$ cat config.mk
export PLATFORM = sky130hd
export DESIGN_NAME = pwr_ctrl
export DESIGN_NICKNAME = d
export VERILOG_FILES = /design/src/pwr_ctrl_pkg.sv /design/src/pwr_ctrl.sv
export SDC_FILE = /design/constraint.sdc
export NUM_CORES = 1
export LEC_CHECK = 0
export ABC_AREA = 1
export ABC_CLOCK_PERIOD_IN_PS = 5450
export BUFFER_PORTS_ARGS = -buffer_cell sky130_fd_sc_hd__buf_4
export CAP_MARGIN = 20
export CORE_MARGIN = 4
export CORE_UTILIZATION = 35
export DETAILED_ROUTE_END_ITERATION = 8
export MAX_ROUTING_LAYER = met4
export PLACE_DENSITY = 0.67
export SLEW_MARGIN = 10
export SYNTH_ARGS = -nofsm -noshare
export SYNTH_HDL_FRONTEND = slang
export SYNTH_SLANG_ARGS = --single-unit
$ cat constraint.sdc
create_clock -name i_clk_sys -period 5.45 [get_ports i_clk_sys]
set_input_delay 0.545 -clock i_clk_sys [delete_from_list [all_inputs] [get_ports i_clk_sys]]
set_output_delay 0.545 -clock i_clk_sys [all_outputs]
set_load 0.05 [all_outputs]
$ cat src/pwr_ctrl_pkg.sv
// Constants and types of the port power and reset controller
package pwr_ctrl_pkg;
  localparam int unsigned NPORT = 4;
  // Register byte offsets
  localparam logic [7:0] OFS_CTRL  = 8'h00;
  localparam logic [7:0] OFS_RST   = 8'h04;
  localparam logic [7:0] OFS_STRAP = 8'h08;
  localparam logic [7:0] OFS_STAT  = 8'h0C;
  localparam logic [7:0] OFS_EVT   = 8'h10;
  // Reset register write-one bits
  localparam int unsigned RST_CORE_HARD = 0;
  localparam int unsigned RST_CORE_SOFT = 4;
  localparam int unsigned RST_CHIP_SOFT = 8;
  localparam int unsigned RST_PORT_HARD = 9;
  localparam int unsigned RST_PORT_SOFT = 10;
  // Status and event register fields
  localparam int unsigned STAT_STATE  = 0;
  localparam int unsigned STAT_ENERGY = 3;
  localparam int unsigned STAT_LOWPWR = 4;
  localparam int unsigned STAT_PLLOFF = 5;
  localparam int unsigned STAT_COMA   = 6;
  localparam int unsigned STAT_SHORT  = 7;
  localparam int unsigned EVT_ENERGY  = 0;
  // Mode-select strap patterns
  localparam logic [3:0] STRAP_SPD_HI  = 4'h4;
  localparam logic [4:0] STRAP_PLL_OFF = 5'h09;
  // Idle cycles before low power, and link pulse spacing, per code
  localparam logic [11:0] MASK_IVL [4] = '{12'h0FF, 12'h1FF, 12'h3FF, 12'h7FF};
  localparam logic [11:0] PULSE_IVL [4] = '{12'h200, 12'h400, 12'h800, 12'hC00};
  localparam logic [7:0]  LFSR_SEED = 8'h00;

  typedef struct packed {
    logic       pair_one;
    logic [1:0] pair_sel;
    logic       rand_dis;
    logic [1:0] pulse_t;
    logic [1:0] mask_t;
    logic       force_gig;
    logic       edp_pll_off;
    logic       edpd_en;
    logic       crystal_off_bit;
    logic       spd_pll_dis;
    logic       gate_ovr;
    logic       port_isolate_bit;
    logic       spd;
  } ctrl_t;
  localparam ctrl_t CTRL_RST = '0;

  typedef struct packed {
    logic pll_en_mode;
    logic pll_dis_mode;
  } strap_ovr_t;

  typedef enum logic [2:0] {ST_INIT, ST_RUN, ST_EDPD, ST_SPD, ST_DEAD} state_t;

  typedef struct packed {
    logic             core_en;
    logic             data_en;
    logic             rclk_en;
    logic             led_en;
    logic             irq_en;
    logic             link_ok;
    logic             tx_en;
    logic             rx_en;
    logic             edet_en;
    logic             adc_low_res;
    logic             pll_en;
    logic             xtal_en;
    logic             fast_clk_en;
    logic             txrx_clk_en;
    logic             std_acc;
    logic             mmd_acc;
    logic             mmd1_acc;
    logic             link_pulse;
    logic [NPORT-1:0] pair_mask;
    logic [NPORT-1:0] core_rst;
    logic             chip_rst;
    logic             port_rst;
  } pwr_out_t;
endpackage

$ cat src/pwr_ctrl.sv
// Power state, power-down and reset control of the four-port copper transceiver
//
// Our own choices: the register addresses and the APB register port.
`timescale 1ns/1ns
module pwr_ctrl
  import pwr_ctrl_pkg::*;
(
  input  wire logic        i_clk_sys,
  input  wire logic        i_reset,
  input  wire logic        i_psel,
  input  wire logic        i_penable,
  input  wire logic        i_pwrite,
  input  wire logic [7:0]  i_paddr,
  input  wire logic [31:0] i_pwdata,
  input  wire logic        i_suspend,
  input  wire logic        i_pin_rst_n,
  input  wire logic [4:0]  i_strap_mode,
  input  wire logic [3:0]  i_energy,
  input  wire logic        i_cable_short,
  output logic [31:0]      o_prdata,
  output logic             o_pready,
  output logic             o_pslverr,
  output pwr_out_t         o_pwr
);

  typedef struct packed {
    state_t      state;
    ctrl_t       ctrl;
    strap_ovr_t  strap;
    logic        evt;
    logic        energy;
    logic        pll_off;
    logic [11:0] mask_cnt;
    logic [11:0] pulse_cnt;
    logic [7:0]  lfsr;
    logic        susp_s1;
    logic        susp_s2;
    logic        pin_s1;
    logic        pin_s2;
    logic        pready;
    logic        pslverr;
    logic [31:0] prdata;
    pwr_out_t    out;
  } st_t;

  st_t s;
  st_t next_s;
  logic [3:0] pair_mask;
  logic       energy_now;
  logic       acc;

  // Strap-derived register defaults; power-down comes back if either bit is set
  function automatic ctrl_t dflt(input strap_ovr_t so);
    ctrl_t c;
    c             = CTRL_RST;
    c.spd         = so.pll_dis_mode | so.pll_en_mode;
    c.spd_pll_dis = so.pll_dis_mode;
    return c;
  endfunction

  // Pairs watched for energy
  always_comb begin
    if (!s.ctrl.force_gig) begin
      pair_mask = 4'h3;
    end else if (s.ctrl.pair_one) begin
      pair_mask = 4'h1 << s.ctrl.pair_sel;
    end else begin
      pair_mask = 4'hF;
    end
  end
  assign energy_now = |(i_energy & pair_mask);
  assign acc        = i_psel & i_penable & s.pready;

  // Next state of the whole block
  always_comb begin
    logic        dev_rst;
    logic        wake;
    logic [11:0] tgt;
    logic        coma;
    logic        run;
    logic        edpd;
    logic        spd;
    dev_rst = 1'b0;
    wake    = 1'b0;
    tgt     = 12'h000;
    coma    = 1'b0;
    run     = 1'b0;
    edpd    = 1'b0;
    spd     = 1'b0;
    next_s  = s;
    // Two-stage synchronisers
    next_s.susp_s1 = i_suspend;
    next_s.susp_s2 = s.susp_s1;
    next_s.pin_s1  = i_pin_rst_n;
    next_s.pin_s2  = s.pin_s1;
    next_s.lfsr    = {s.lfsr[6:0], ~(s.lfsr[7] ^ s.lfsr[5] ^ s.lfsr[4] ^ s.lfsr[3])};
    next_s.out.core_rst   = '0;
    next_s.out.chip_rst   = 1'b0;
    next_s.out.port_rst   = 1'b0;
    next_s.out.link_pulse = 1'b0;

    // APB: answer in the first access cycle, data latched at setup
    next_s.pready  = i_psel & ~i_penable;
    next_s.pslverr = 1'b0;
    next_s.prdata  = 32'h0000_0000;
    if (i_psel && !i_penable) begin
      // Crystal stopped: nothing behind the port can answer
      if (s.state == ST_DEAD) begin
        next_s.pslverr = 1'b1;
      end else if (i_paddr == OFS_CTRL) begin
        next_s.prdata[15:0] = s.ctrl;
      end else if (i_paddr == OFS_RST) begin
        next_s.prdata = 32'h0000_0000;
      end else if (i_paddr == OFS_STRAP) begin
        next_s.prdata[1:0] = s.strap;
      end else if (i_paddr == OFS_STAT) begin
        next_s.prdata[STAT_STATE +: 3] = s.state;
        next_s.prdata[STAT_ENERGY]     = s.energy;
        next_s.prdata[STAT_LOWPWR]     = (s.state == ST_EDPD);
        next_s.prdata[STAT_PLLOFF]     = s.pll_off;
        next_s.prdata[STAT_COMA]       = s.susp_s2;
        next_s.prdata[STAT_SHORT]      = i_cable_short;
      end else if (i_paddr == OFS_EVT) begin
        next_s.prdata[EVT_ENERGY] = s.evt;
      end else begin
        next_s.pslverr = 1'b1;
      end
    end

    // Writes take effect at the edge that completes the access
    if (acc && i_pwrite && !s.pslverr) begin
      if (i_paddr == OFS_CTRL) begin
        next_s.ctrl = ctrl_t'(i_pwdata[15:0]);
      end else if (i_paddr == OFS_RST) begin
        // Only the core bits reach the port cores
        next_s.out.core_rst = i_pwdata[RST_CORE_HARD +: NPORT] | i_pwdata[RST_CORE_SOFT +: NPORT];
        next_s.out.chip_rst = i_pwdata[RST_CHIP_SOFT];
        next_s.out.port_rst = i_pwdata[RST_PORT_HARD] | i_pwdata[RST_PORT_SOFT];
      end else if (i_paddr == OFS_STRAP) begin
        next_s.strap = strap_ovr_t'(i_pwdata[1:0]);
      end else if (i_paddr == OFS_EVT) begin
        if (i_pwdata[EVT_ENERGY]) begin
          next_s.evt = 1'b0;
        end
      end
    end

    // Power state machine
    case (s.state)
      ST_INIT: begin
        // Straps caught after release, then defaults follow them
        if (s.pin_s2) begin
          next_s.strap.pll_dis_mode = (i_strap_mode == STRAP_PLL_OFF);
          next_s.strap.pll_en_mode  = (i_strap_mode[4:1] == STRAP_SPD_HI) & ~i_strap_mode[0];
          next_s.ctrl  = dflt(next_s.strap);
          next_s.state = ST_RUN;
        end
      end
      ST_RUN: begin
        if (s.ctrl.spd) begin
          next_s.state   = ST_SPD;
          next_s.pll_off = s.ctrl.spd_pll_dis;
        end else if (s.ctrl.edpd_en && !energy_now) begin
          if (s.mask_cnt == MASK_IVL[s.ctrl.mask_t]) begin
            next_s.state     = ST_EDPD;
            next_s.mask_cnt  = 12'h000;
            next_s.pulse_cnt = 12'h000;
          end else begin
            next_s.mask_cnt = s.mask_cnt + 12'h001;
          end
        end else begin
          next_s.mask_cnt = 12'h000;
        end
      end
      ST_EDPD: begin
        wake           = energy_now | ~s.ctrl.edpd_en | s.ctrl.spd;
        // Flag follows the bit each cycle, so a clear mid-sleep is seen at once
        next_s.pll_off = s.ctrl.edp_pll_off;
        if (s.pll_off && (wake || !s.ctrl.edp_pll_off)) begin
          dev_rst = 1'b1;
        end else if (wake) begin
          next_s.state = ST_RUN;
        end
        // Periodic pulses so a sleeping partner can still wake us
        tgt = PULSE_IVL[s.ctrl.pulse_t] + (s.ctrl.rand_dis ? 12'h000 : {6'h00, s.lfsr[5:0]});
        if (s.pulse_cnt >= tgt) begin
          next_s.pulse_cnt      = 12'h000;
          next_s.out.link_pulse = 1'b1;
        end else begin
          next_s.pulse_cnt = s.pulse_cnt + 12'h001;
        end
      end
      ST_SPD: begin
        // Crystal may stop only once the PLL is already down
        if (s.pll_off && s.ctrl.crystal_off_bit) begin
          next_s.state = ST_DEAD;
        end else if (s.pll_off && (!s.ctrl.spd || !s.ctrl.spd_pll_dis)) begin
          dev_rst = 1'b1;
        end else if (!s.ctrl.spd) begin
          next_s.state = ST_RUN;
        end
      end
      ST_DEAD: begin
        next_s.state = ST_DEAD;
      end
      default: begin
        next_s.state = ST_INIT;
      end
    endcase

    // Device reset: registers back to strap defaults, cores included
    if (dev_rst) begin
      // Strap override survives, so set bits send us back to power-down
      next_s.ctrl         = dflt(s.strap);
      next_s.state        = ST_RUN;
      next_s.pll_off      = 1'b0;
      next_s.evt          = 1'b0;
      next_s.mask_cnt     = 12'h000;
      next_s.out.chip_rst = 1'b1;
      next_s.out.core_rst = '1;
    end

    // Energy change flag; a new change beats a same-cycle clear
    next_s.energy = energy_now;
    if (s.state != ST_INIT && energy_now != s.energy) begin
      next_s.evt = 1'b1;
    end

    // Level outputs from the present state
    coma = s.susp_s2;
    run  = (s.state == ST_RUN);
    edpd = (s.state == ST_EDPD);
    spd  = (s.state == ST_SPD);
    next_s.out.core_en     = ~coma & (run | edpd);
    next_s.out.data_en     = ~coma & run;
    next_s.out.rclk_en     = ~coma & run;
    next_s.out.led_en      = ~coma & run & ~s.ctrl.port_isolate_bit;
    next_s.out.irq_en      = ~coma & (run | edpd);
    next_s.out.link_ok     = ~coma & run & ~s.ctrl.edpd_en;
    next_s.out.tx_en       = run | edpd;
    next_s.out.rx_en       = run;
    next_s.out.edet_en     = run | edpd;
    next_s.out.adc_low_res = run & i_cable_short;
    next_s.out.pair_mask   = pair_mask;
    // PLL follows power state only; suspend never touches it
    next_s.out.pll_en      = (s.state != ST_INIT) & ~s.pll_off & (s.state != ST_DEAD);
    next_s.out.xtal_en     = (s.state != ST_DEAD);
    next_s.out.fast_clk_en = run | edpd | (spd & s.ctrl.gate_ovr);
    next_s.out.txrx_clk_en = run | edpd | (spd & s.ctrl.gate_ovr & ~s.ctrl.port_isolate_bit);
    next_s.out.std_acc     = (s.state != ST_DEAD);
    next_s.out.mmd_acc     = run | edpd | (spd & s.ctrl.gate_ovr);
    next_s.out.mmd1_acc    = run | edpd;

    // Pin reset held low: everything waits in init until it rises
    if (!s.pin_s2) begin
      next_s.state     = ST_INIT;
      next_s.ctrl      = CTRL_RST;
      next_s.strap     = '0;
      next_s.evt       = 1'b0;
      next_s.pll_off   = 1'b0;
      next_s.mask_cnt  = 12'h000;
      next_s.pulse_cnt = 12'h000;
    end
  end

  // State register
  always_ff @(posedge i_clk_sys or posedge i_reset) begin
    if (i_reset) begin
      s <= '0;
    end else begin
      s <= next_s;
    end
  end

  assign o_prdata  = s.prdata;
  assign o_pready  = s.pready;
  assign o_pslverr = s.pslverr;
  assign o_pwr     = s.out;
endmodule

==> results of run 1 <==
[synthesized netlist by cell type, types with 2 or more instances]
master | count | area, sq um
buf_4 | 61 | 458
a21oi_2 | 11 | 96.3
o211ai_1 | 5 | 37.5
clkbuf_1 | 9 | 33.8
nand4_1 | 12 | 75.1
nand3_1 | 54 | 270
o21ai_1 | 4 | 20.0
inv_2 | 4 | 15.0
nand3b_1 | 2 | 15.0
nand2_2 | 4 | 25.0
nor3b_1 | 2 | 15.0
o21ai_0 | 20 | 100
xor2_1 | 10 | 87.6
ha_1 | 11 | 138
dfrtp_1 | 100 | 2500
xnor2_1 | 5 | 43.8
nor3_4 | 2 | 32.5
a211oi_1 | 2 | 15.0
nor2_2 | 2 | 12.5
inv_1 | 62 | 233
nor3_1 | 14 | 70.1
nand2_4 | 2 | 22.5
nor2_1 | 66 | 248
buf_2 | 2 | 10.0
nand2_1 | 134 | 503
nor4_1 | 2 | 12.5
a21oi_1 | 25 | 125
[final cells by class]
cell class | count | area share
clock buffers | 9 | 0.0370
well taps | 184 | 0.0379
clock inverters | 7 | 0.00967
repair buffers | 89 | 0.110
inverters | 67 | 0.0422
multi-input cells | 417 | 0.352
flip-flops and latches | 100 | 0.411
[metrics by stage]
stage	power, mW	std cells	area, sq um	hold WS, ns
floorplan	1.35	657	5410	0.331
global placement	1.46	857	5800	0.335
detailed placement	1.46	857	5800	0.336
CTS	2.08	873	6080	0.284
global route	2.16	873	6080	0.285
finish	2.06	873	6080	0.259
[worst max-delay path: cells and delay by family, from the launching register on]
family          cells  cell delay (ns)
flops               1             0.53
buf+inv             2             0.36
compound gates      1             0.21
simple gates        5             1.06
[how the worst max path moves through the flow]
stage,endpoint,from,slack [ns],cells after the start
final,s[95],s[121],3.15,8
after global routing,s[80],s[62],2.91,6
after CTS,s[95],s[121],3.11,8
after detailed placement,s[95],s[121],3.14,8
after global placement,s[90],s[121],3.22,8
after floorplan,next_s[62],i_reset,2.29,1
[cell families after synthesis]
| kind of cell | count (synthesis) | share of synthesized area |
|---|---|---|
| AOI/OAI and AO/OA | 75 | 0.0860 |
| xor gates and xnor gates | 15 | 0.0245 |
| adders and majority gates | 11 | 0.0257 |
| buffers and inverters | 140 | 0.143 |
| DFF | 100 | 0.467 |
| other | 1 | 0.000700 |
| and+or+nand+nor | 300 | 0.252 |
[power groups by stage]
stage	combinational (mW)	clock [mW]	sequential [mW]
2_1_floorplan	0.500	0	0.853
3_3_place_gp	0.589	0	0.868
3_5_place_dp	0.592	0	0.868
4_1_cts	0.594	0.626	0.855
5_1_grt	0.635	0.657	0.864
6_report	0.591	0.614	0.855
[metal layers]
| metal | track usage | up-vias | share of wire |
|---|---|---|---|
| li1 | - | 2093 | - |
| met1 | 0.199 | 1965 | 0.47 |
| met2 | 0.228 | 108 | 0.47 |
| met3 | 0.0359 | 14 | 0.050 |
| met4 | 0.0385 | 0 | 0.012 |
| met5 | - | - | 0 |
[flip-flops by register name, summed over array words and instances (netlist names)]
name       cells
o_pslverr      1
o_prdata      16
next_s         9
s             51
o_pwr         22
o_pready       1
==> run metrics, run 1 <==
Area Overhead vs Synth 13.6%; multi-input combinational cell area 0.00214 sq mm; Post-synth EDFFs 0; WL/cell 14.2 microns; Worst VDD drop 171 uV; asr flop ratio synth 1.00; fin worst setup slack 3.15 ns; Max Root-Sink Buffers 2; Clk pwr share 0.298; status finished, final reports clean; Synth cell types 42; crit path max fanout 14; Vert. Die Dim 132 microns; Combinational Power Share 0.287; Clock Pin Slew Worst Setup and Hold Paths 0.07 ns; antenna cells 0; Core Area 0.0148 sq mm; fmax 0.434 GHz; I/O Pins 119; largest net degree at the start of global routing 53; Lkg Pwr 2.97 nW; Final Hold Vio Count 0; slowest stage delay, CP 0.57 ns; first-pass GRT wire length 20500 microns; final worst clock skew 0.00641 ns; max-slew violations 0; critical path cell sequence nor3_4 > inv_1 > nor2_1 > nand2_2 > nand2_4 > inv_4 > o21ai_0 > nor2_1; Pint 1.27 mW; CP max stage cell nor3_4; CP arrival 2.53 ns; most common cell after layout, fill and taps aside nand2_1; CTS root buffer clkbuf_16; Worst Reg-to-Reg Cells 8; FP Rows 44; critical path capture point type register; CTS buffer count 9; Residual DRC 0; Setup Viol. Count Final 0; synthesized area per cell 8.34 sq um; GRT overflow 0; pwr/cell area 339 mW/mm^2; fill cell count 1473; TritonCTS Sinks 100; die footprint 0.0173 sq mm; GRT Util Overall 0.149; Clock Latency Late Sink 0.35 ns; setup total negative slack 0 ns; Initial DRT Pass Iterations 5; share of cells above drive strength 1 0.199; RSZ-0062 raised after global routing no; Mapped Area 0.00535 sq mm; nets 752; Setup Buffers After CTS 0; Die X-Extent 132 microns; Switch Pwr 792 uW; initial cell density of the core 0.363; antenna violations before repair 0; via count 4180; FF-to-FF End s[95]; Post-DRT Antenna Nets 0; dpl ws 3.14 ns; Seq/Total Area, Yosys 0.467; global placement routability congestion 0.867; DR iter-0 viols 270; Reg area 0.00250 sq mm; Post-Route WL 12400 microns; Worst Setup Path Type reg -> reg; period utilization 0.423; Req. time, crit path 5.67 ns; sequential share of power 0.415; Yosys reg bits 100; headroom to the max-slew limit 0.410; vias in the first global route 3990; routed vias/inst 4.79; most frequent cells in the layout nand2_1 (134), dfrtp_1 (100), buf_4 (89), nor2_1 (66), inv_1 (61); Max Cap Violations 0; switching part of the total 0.385; Max H-tree Level 3; Worst Tran Pin Value 0.879 ns; reg-to-reg startpoint s[121]; critical path's most frequent cell nor2_1; detailed placer's ending HPWL 9260 microns; Synth Warn # 0; Hold Path Class in -> async; CTS tree yes; Synth Instances 642; Reg2Reg Setup Slack 3.15 ns; post-route minimum period 2.30 ns; Layout Utilization 0.412; Post-CTS Resized 0; port bufs 86; CTS Hold Bufs 0; CP startpoint kind register; Most used DFF post-synth dfrtp_1
No activity file was read; power rests on OpenSTA's default activity.
==> run 2: changes to the inputs <==
--- a/config.mk
+++ b/config.mk
@@ -6,14 +6,14 @@
 export NUM_CORES = 1
 export LEC_CHECK = 0
 export ABC_AREA = 1
-export ABC_CLOCK_PERIOD_IN_PS = 5450
+export ABC_CLOCK_PERIOD_IN_PS = 2100
 export BUFFER_PORTS_ARGS = -buffer_cell sky130_fd_sc_hd__buf_4
 export CAP_MARGIN = 20
 export CORE_MARGIN = 4
 export CORE_UTILIZATION = 35
 export DETAILED_ROUTE_END_ITERATION = 8
 export MAX_ROUTING_LAYER = met4
-export PLACE_DENSITY = 0.67
+export PLACE_DENSITY = 0.69
 export SLEW_MARGIN = 10
 export SYNTH_ARGS = -nofsm -noshare
 export SYNTH_HDL_FRONTEND = slang
==> constraint.sdc (replaced) <==
create_clock -name i_clk_sys -period 2.1 [get_ports i_clk_sys]
set_input_delay 0.21 -clock i_clk_sys [delete_from_list [all_inputs] [get_ports i_clk_sys]]
set_output_delay 0.21 -clock i_clk_sys [all_outputs]
set_load 0.05 [all_outputs]
==> run 2 against run 1 <==
  * Sequential cell count is the same
  * Clock skew is 0.0030 ns higher
  * Sequential power rose to 2.6 times the previous value
  * Clock power grew to 2.9 times the previous value
  * Critical path type unchanged
  * Critical endpoint is now s[84]
  * Largest cell class unchanged
==> run metrics, run 2 (synthesized netlist as in run 1, its figures left out) <==
Core Area 0.0148 sq mm (unchanged); status finished, final reports clean (unchanged); detailed placer's ending HPWL 9420 microns (was 9260 microns); headroom to the max-slew limit 0.659 (was 0.410); initial cell density of the core 0.363 (unchanged); Layout Utilization 0.427 (was 0.412); Worst Tran Pin Value 0.506 ns (was 0.879 ns); port bufs 86 (unchanged); antenna violations before repair 0 (unchanged); CTS root buffer clkbuf_16 (unchanged); pwr/cell area 889 mW/mm^2 (was 339 mW/mm^2); I/O Pins 119 (unchanged); nets 772 (was 752); CP arrival 2.14 ns (was 2.53 ns); register with the most flip-flops s (unchanged); Lkg Pwr 3.09 nW (was 2.97 nW); antenna cells 0 (unchanged); FP Rows 44 (unchanged); share of cells above drive strength 1 0.224 (was 0.199); CTS tree yes (unchanged); Vert. Die Dim 132 microns (unchanged); Post-DRT Antenna Nets 0 (unchanged); largest net degree at the start of global routing 101 (was 53); first-pass GRT wire length 20700 microns (was 20500 microns); max FFs per register 51 (unchanged); Max Cap Violations 0 (unchanged); Clock Latency Late Sink 0.35 ns (about the same); Initial DRT Pass Iterations 5 (unchanged); Max Root-Sink Buffers 2 (unchanged); crit path max fanout 13 (was 14); setup total negative slack 0 ns (unchanged); Clock Pin Slew Worst Setup and Hold Paths 0.07 ns (about the same); Die X-Extent 132 microns (unchanged); post-route insts no fill 893 (was 873); Worst VDD drop 452 uV (was 171 uV); period utilization 0.905 (was 0.423); vias in the first global route 4057 (was 3990); WL/cell 14.0 microns (was 14.2 microns); Residual DRC 0 (unchanged); global placement routability congestion 0.895 (was 0.867); via count 4267 (was 4180); post-route minimum period 1.90 ns (was 2.30 ns); Setup Viol. Count Final 0 (unchanged); Worst Setup Path Type reg -> reg (unchanged); most common cell after layout, fill and taps aside nand2_1 (unchanged); Placed Instances 874 (was 857); RSZ-0062 raised after global routing no (unchanged); fmax 0.526 GHz (was 0.434 GHz); Req. time, crit path 2.34 ns (was 5.67 ns); Hold Path Class in -> async (unchanged); die footprint 0.0173 sq mm (unchanged); max-slew violations 0 (unchanged); Post-Route WL 12500 microns (was 12400 microns); Area Overhead vs Synth 17.8% (was 13.6%); worst hold margin 0.0276 ns (was 0.259 ns); GRT overflow 0 (unchanged); most frequent cells in the layout nand2_1 (134), buf_4 (106), dfrtp_1 (99), nor2_1 (63), inv_1 (61) (was nand2_1 (134), dfrtp_1 (100), buf_4 (89), nor2_1 (66), inv_1 (61)); Final Hold Vio Count 0 (unchanged); TritonCTS Sinks 100 (unchanged); DR iter-0 viols 282 (was 270); CP startpoint kind register (unchanged); GRT Util Overall 0.150 (was 0.149); final worst clock skew 0.00944 ns (was 0.00641 ns); routed vias/inst 4.78 (was 4.79); CTS buffer count 9 (unchanged); Max H-tree Level 3 (unchanged); fill cell count 1462 (was 1473); critical path capture point type register (unchanged)
==> run 2: worst paths after layout <==
kind / start / end / slack [ns] / cells after the start
setup / recovery: s[115] / s[84] / 0.20 / 11
hold / removal: i_reset / next_s[70] / 0.03 / 3
setup reg to reg: s[115] / s[84] / 0.20 / 11
hold reg to reg: next_s[62] / s[62] / 0.35 / 0
max in group asynchronous: i_reset / s[116] / 1.68 / 3
min in group i_clk_sys: i_penable / o_pready / 0.03 / 2
==> run 2: power by group <==
group / internal, mW / switching [mW] / leakage [nW]
clock network: 1.08 / 0.726 / 0.160
logic: 0.441 / 1.15 / 1.61
registers: 2.08 / 0.132 / 1.32
==> run 2: area by class of cell <==
type | count | area [sq um] | share of cell area
Multi-Input combinational cell | 417 | 2150 | 0.341
Clock inverter | 5 | 82.6 | 0.0131
Timing Repair Buffer | 109 | 836 | 0.133
Clock buffer | 11 | 243 | 0.0385
Sequential cell | 100 | 2500 | 0.397
Tap cell | 184 | 230 | 0.0365
Inverter | 67 | 258 | 0.0409
==> run 2: repair_timing <==
action / CTS / global route
hold buffers: 2 / 0
setup endpoints to repair: 0 / 34
setup buffers: 0 / 1
endpoints found under the hold margin: 2 / 0
resized for setup: 0 / 6
==> run 2: per-layer routing <==
| metal | part of all wire | vias up | global-route usage |
|---|---|---|---|
| met4 | 0.0097 | 0 | 0.0385 |
| met3 | 0.053 | 13 | 0.0291 |
| met2 | 0.48 | 106 | 0.235 |
| li1 | - | 2125 | - |
| met5 | 0 | - | - |
| met1 | 0.46 | 2023 | 0.202 |
==> run 2: metrics by stage <==
stage	power, mW	instance area [sq um]	setup slack, ns
4_1_cts	5.65	6280	0.0960
3_3_place_gp	3.81	5940	0.146
2_1_floorplan	3.51	5410	0.244
5_1_grt	5.88	6310	0.00413
3_5_place_dp	3.83	5940	0.121
6_report	5.61	6310	0.199
==> run 2: critical path, cell delays in order (launching register included) <==
cell and delay [ns]:
dfrtp_1 0.39, inv_1 0.16, nand2_1 0.08, ha_1 0.29, inv_1 0.05, o31ai_1 0.24
nand3_1 0.10, nand3_1 0.09, buf_4 0.19, nor2_1 0.06, nand3_1 0.07, nand2_1 0.05
==> run 3: changes to the inputs <==
--- a/config.mk
+++ b/config.mk
@@ -11,10 +11,10 @@
 export CAP_MARGIN = 20
 export CORE_MARGIN = 4
 export CORE_UTILIZATION = 35
+export CTS_CLUSTER_DIAMETER = 100
 export DETAILED_ROUTE_END_ITERATION = 8
 export MAX_ROUTING_LAYER = met4
 export PLACE_DENSITY = 0.69
-export SLEW_MARGIN = 10
 export SYNTH_ARGS = -nofsm -noshare
 export SYNTH_HDL_FRONTEND = slang
 export SYNTH_SLANG_ARGS = --single-unit
==> constraint.sdc (replaced) <==
create_clock -name i_clk_sys -period 2.1 [get_ports i_clk_sys]
set_input_delay 0.42 -clock i_clk_sys [delete_from_list [all_inputs] [get_ports i_clk_sys]]
set_output_delay 0.42 -clock i_clk_sys [all_outputs]
set_load 0.05 [all_outputs]
==> run 3 against run 2 <==
  * Final cell count did not move
  * Total power decreased by 1.7%
  * First-iteration DRC count is 31% higher
  * Clock power is 6% lower
  * Via count shrank 0.73%
  * Combinational power hardly changed
  * Sequential power about the same
  * Critical endpoint is now s[80]
==> run metrics, run 3 (synthesized netlist as in run 1, its figures left out) <==
Setup Viol. Count Final 0 (unchanged); Worst Reg-to-Reg Cells 9 (was 11); most frequent cells in the layout nand2_1 (134), buf_4 (107), dfrtp_1 (100), nor2_1 (63), inv_1 (61) (was nand2_1 (134), buf_4 (106), dfrtp_1 (99), nor2_1 (63), inv_1 (61)); Worst Tran Pin Value 0.507 ns (was 0.506 ns); port bufs 86 (unchanged); reg-to-reg startpoint s[113] (was s[115]); max FFs per register 51 (unchanged); share of cells above drive strength 1 0.230 (was 0.224); max-slew violations 0 (unchanged); dpl ws 0.123 ns (was 0.121 ns); register with the most flip-flops s (unchanged); fmax 0.511 GHz (was 0.526 GHz); die footprint 0.0173 sq mm (unchanged); final worst clock skew 0.00987 ns (was 0.00944 ns); Lkg Pwr 3.08 nW (was 3.09 nW); Post-Route WL 12500 microns (about the same); global placement routability congestion 0.851 (was 0.895); Clk pwr share 0.310 (was 0.322); via count 4236 (was 4267); Worst VDD drop 498 uV (was 452 uV); FF-to-FF End s[80] (was s[84]); Core Area 0.0148 sq mm (unchanged); switching part of the total 0.367 (was 0.358); Worst Setup Path Type reg -> reg (unchanged); pwr/cell area 874 mW/mm^2 (was 889 mW/mm^2); WL/cell 14.0 microns (about the same); Initial DRT Pass Iterations 5 (unchanged); CTS root buffer clkbuf_16 (unchanged); worst hold margin 0.114 ns (was 0.0276 ns); antenna violations before repair 0 (unchanged); routed vias/inst 4.74 (was 4.78); Placed Instances 875 (was 874); Max H-tree Level 3 (unchanged); CP startpoint kind register (unchanged); Max Cap Violations 0 (unchanged); Final Hold Vio Count 0 (unchanged); post-route minimum period 1.96 ns (was 1.90 ns); Combinational Power Share 0.287 (was 0.283); CTS buffer count 9 (unchanged); first-pass GRT wire length 21000 microns (was 20700 microns); DR iter-0 viols 369 (was 282); I/O Pins 119 (unchanged); Post-DRT Antenna Nets 0 (unchanged); Die X-Extent 132 microns (unchanged); detailed placer's ending HPWL 9380 microns (was 9420 microns); most common cell after layout, fill and taps aside nand2_1 (unchanged); post-route insts no fill 893 (unchanged); vias in the first global route 4172 (was 4057); initial cell density of the core 0.363 (unchanged); Residual DRC 0 (unchanged); Clock Latency Late Sink 0.34 ns (was 0.35 ns); FP Rows 44 (unchanged); fin worst setup slack 0.143 ns (was 0.199 ns); sequential share of power 0.402 (was 0.394); antenna cells 0 (unchanged); Switch Pwr 2.02 mW (was 2.00 mW); Clock Pin Slew Worst Setup and Hold Paths 0.07 ns (about the same); period utilization 0.932 (was 0.905); GRT Util Overall 0.150 (about the same); Vert. Die Dim 132 microns (unchanged); critical path capture point type register (unchanged); largest net degree at the start of global routing 47 (was 101); Hold Path Class in -> async (unchanged); CP arrival 2.18 ns (was 2.14 ns); Area Overhead vs Synth 17.7% (was 17.8%); Pint 3.49 mW (was 3.60 mW); TritonCTS Sinks 100 (unchanged); headroom to the max-slew limit 0.659 (about the same); Max Root-Sink Buffers 2 (unchanged); nets 772 (unchanged); Req. time, crit path 2.33 ns (was 2.34 ns); CTS tree yes (unchanged); status finished, final reports clean (unchanged); crit path max fanout 13 (unchanged); GRT overflow 0 (unchanged); Reg2Reg Setup Slack 0.14 ns (was 0.20 ns)
run 3: cell types whose count changed in the layout (fill, tap and decap cells not counted), moves of 2 or more:
cell,change
nand3_1,-2
nand3_2,+2
clkinvlp_4,+2
dlygate4sd3_1,-2
run 3: area by class of cell:
type / count / area (sq um)
Inverter: 67 / 258
Tap cell: 184 / 230
Multi-Input combinational cell: 417 / 2160
Clock inverter: 6 / 70.1
Clock buffer: 10 / 239
Fill cell: 1482 / 8450
Timing Repair Buffer: 109 / 843
Sequential cell: 100 / 2500
run 3: per-stage QoR:
step                      setup TNS, ns   util  cell area [sq um]  power, mW
after global routing           -0.00438  0.427               6300       5.78
after CTS                             0  0.425               6270       5.55
after floorplan                       0      -               5410       3.51
after detailed placement              0  0.404               5960       3.84
final                                 0  0.427               6300       5.51
after global placement                0  0.404               5960       3.82
run 3: layer usage:
metal,up-vias,part of all wire,global-route usage
met1,2004,0.48,0.207
met3,6,0.044,0.0310
met4,0,0.0050,0.0321
met2,104,0.47,0.231
li1,2122,-,-
met5,-,0,-
run 3: worst max-delay path by stage:
stage / from / to / slack (ns) / cells after the start
3_5_place_dp: s[116] / s[90] / 0.12 / 12
2_1_floorplan: s[115] / s[76] / 0.24 / 11
4_1_cts: s[116] / s[90] / 0.1 / 12
3_3_place_gp: s[117] / s[90] / 0.16 / 12
5_1_grt: s[87] / s[83] / -0.003 / 13
6_report: s[113] / s[80] / 0.14 / 9
run 3: worst max-delay path, cell delays in order, from the launching register on:
cell,delay (ns)
dfrtp_1,0.39
inv_1,0.15
nand2_1,0.08
ha_1,0.28
nor3b_1,0.29
nand3_1,0.12
nand3_1,0.10
buf_4,0.20
nand3b_1,0.15
nand2_1,0.07
run 3: power by group through the flow:
stage          clock network, mW  registers, mW  logic, mW
2_1_floorplan                  0           2.21       1.30
3_3_place_gp                   0           2.25       1.58
3_5_place_dp                   0           2.25       1.58
4_1_cts                     1.74           2.22       1.59
5_1_grt                     1.82           2.23       1.72
6_report                    1.71           2.22       1.58
run 3: timing repair:
action | 4_1_cts | 5_1_grt
gates resized for setup | 0 | 7
hold buffers | 0 | 0
setup buffers | 0 | 2
setup endpoints to repair | 0 | 19
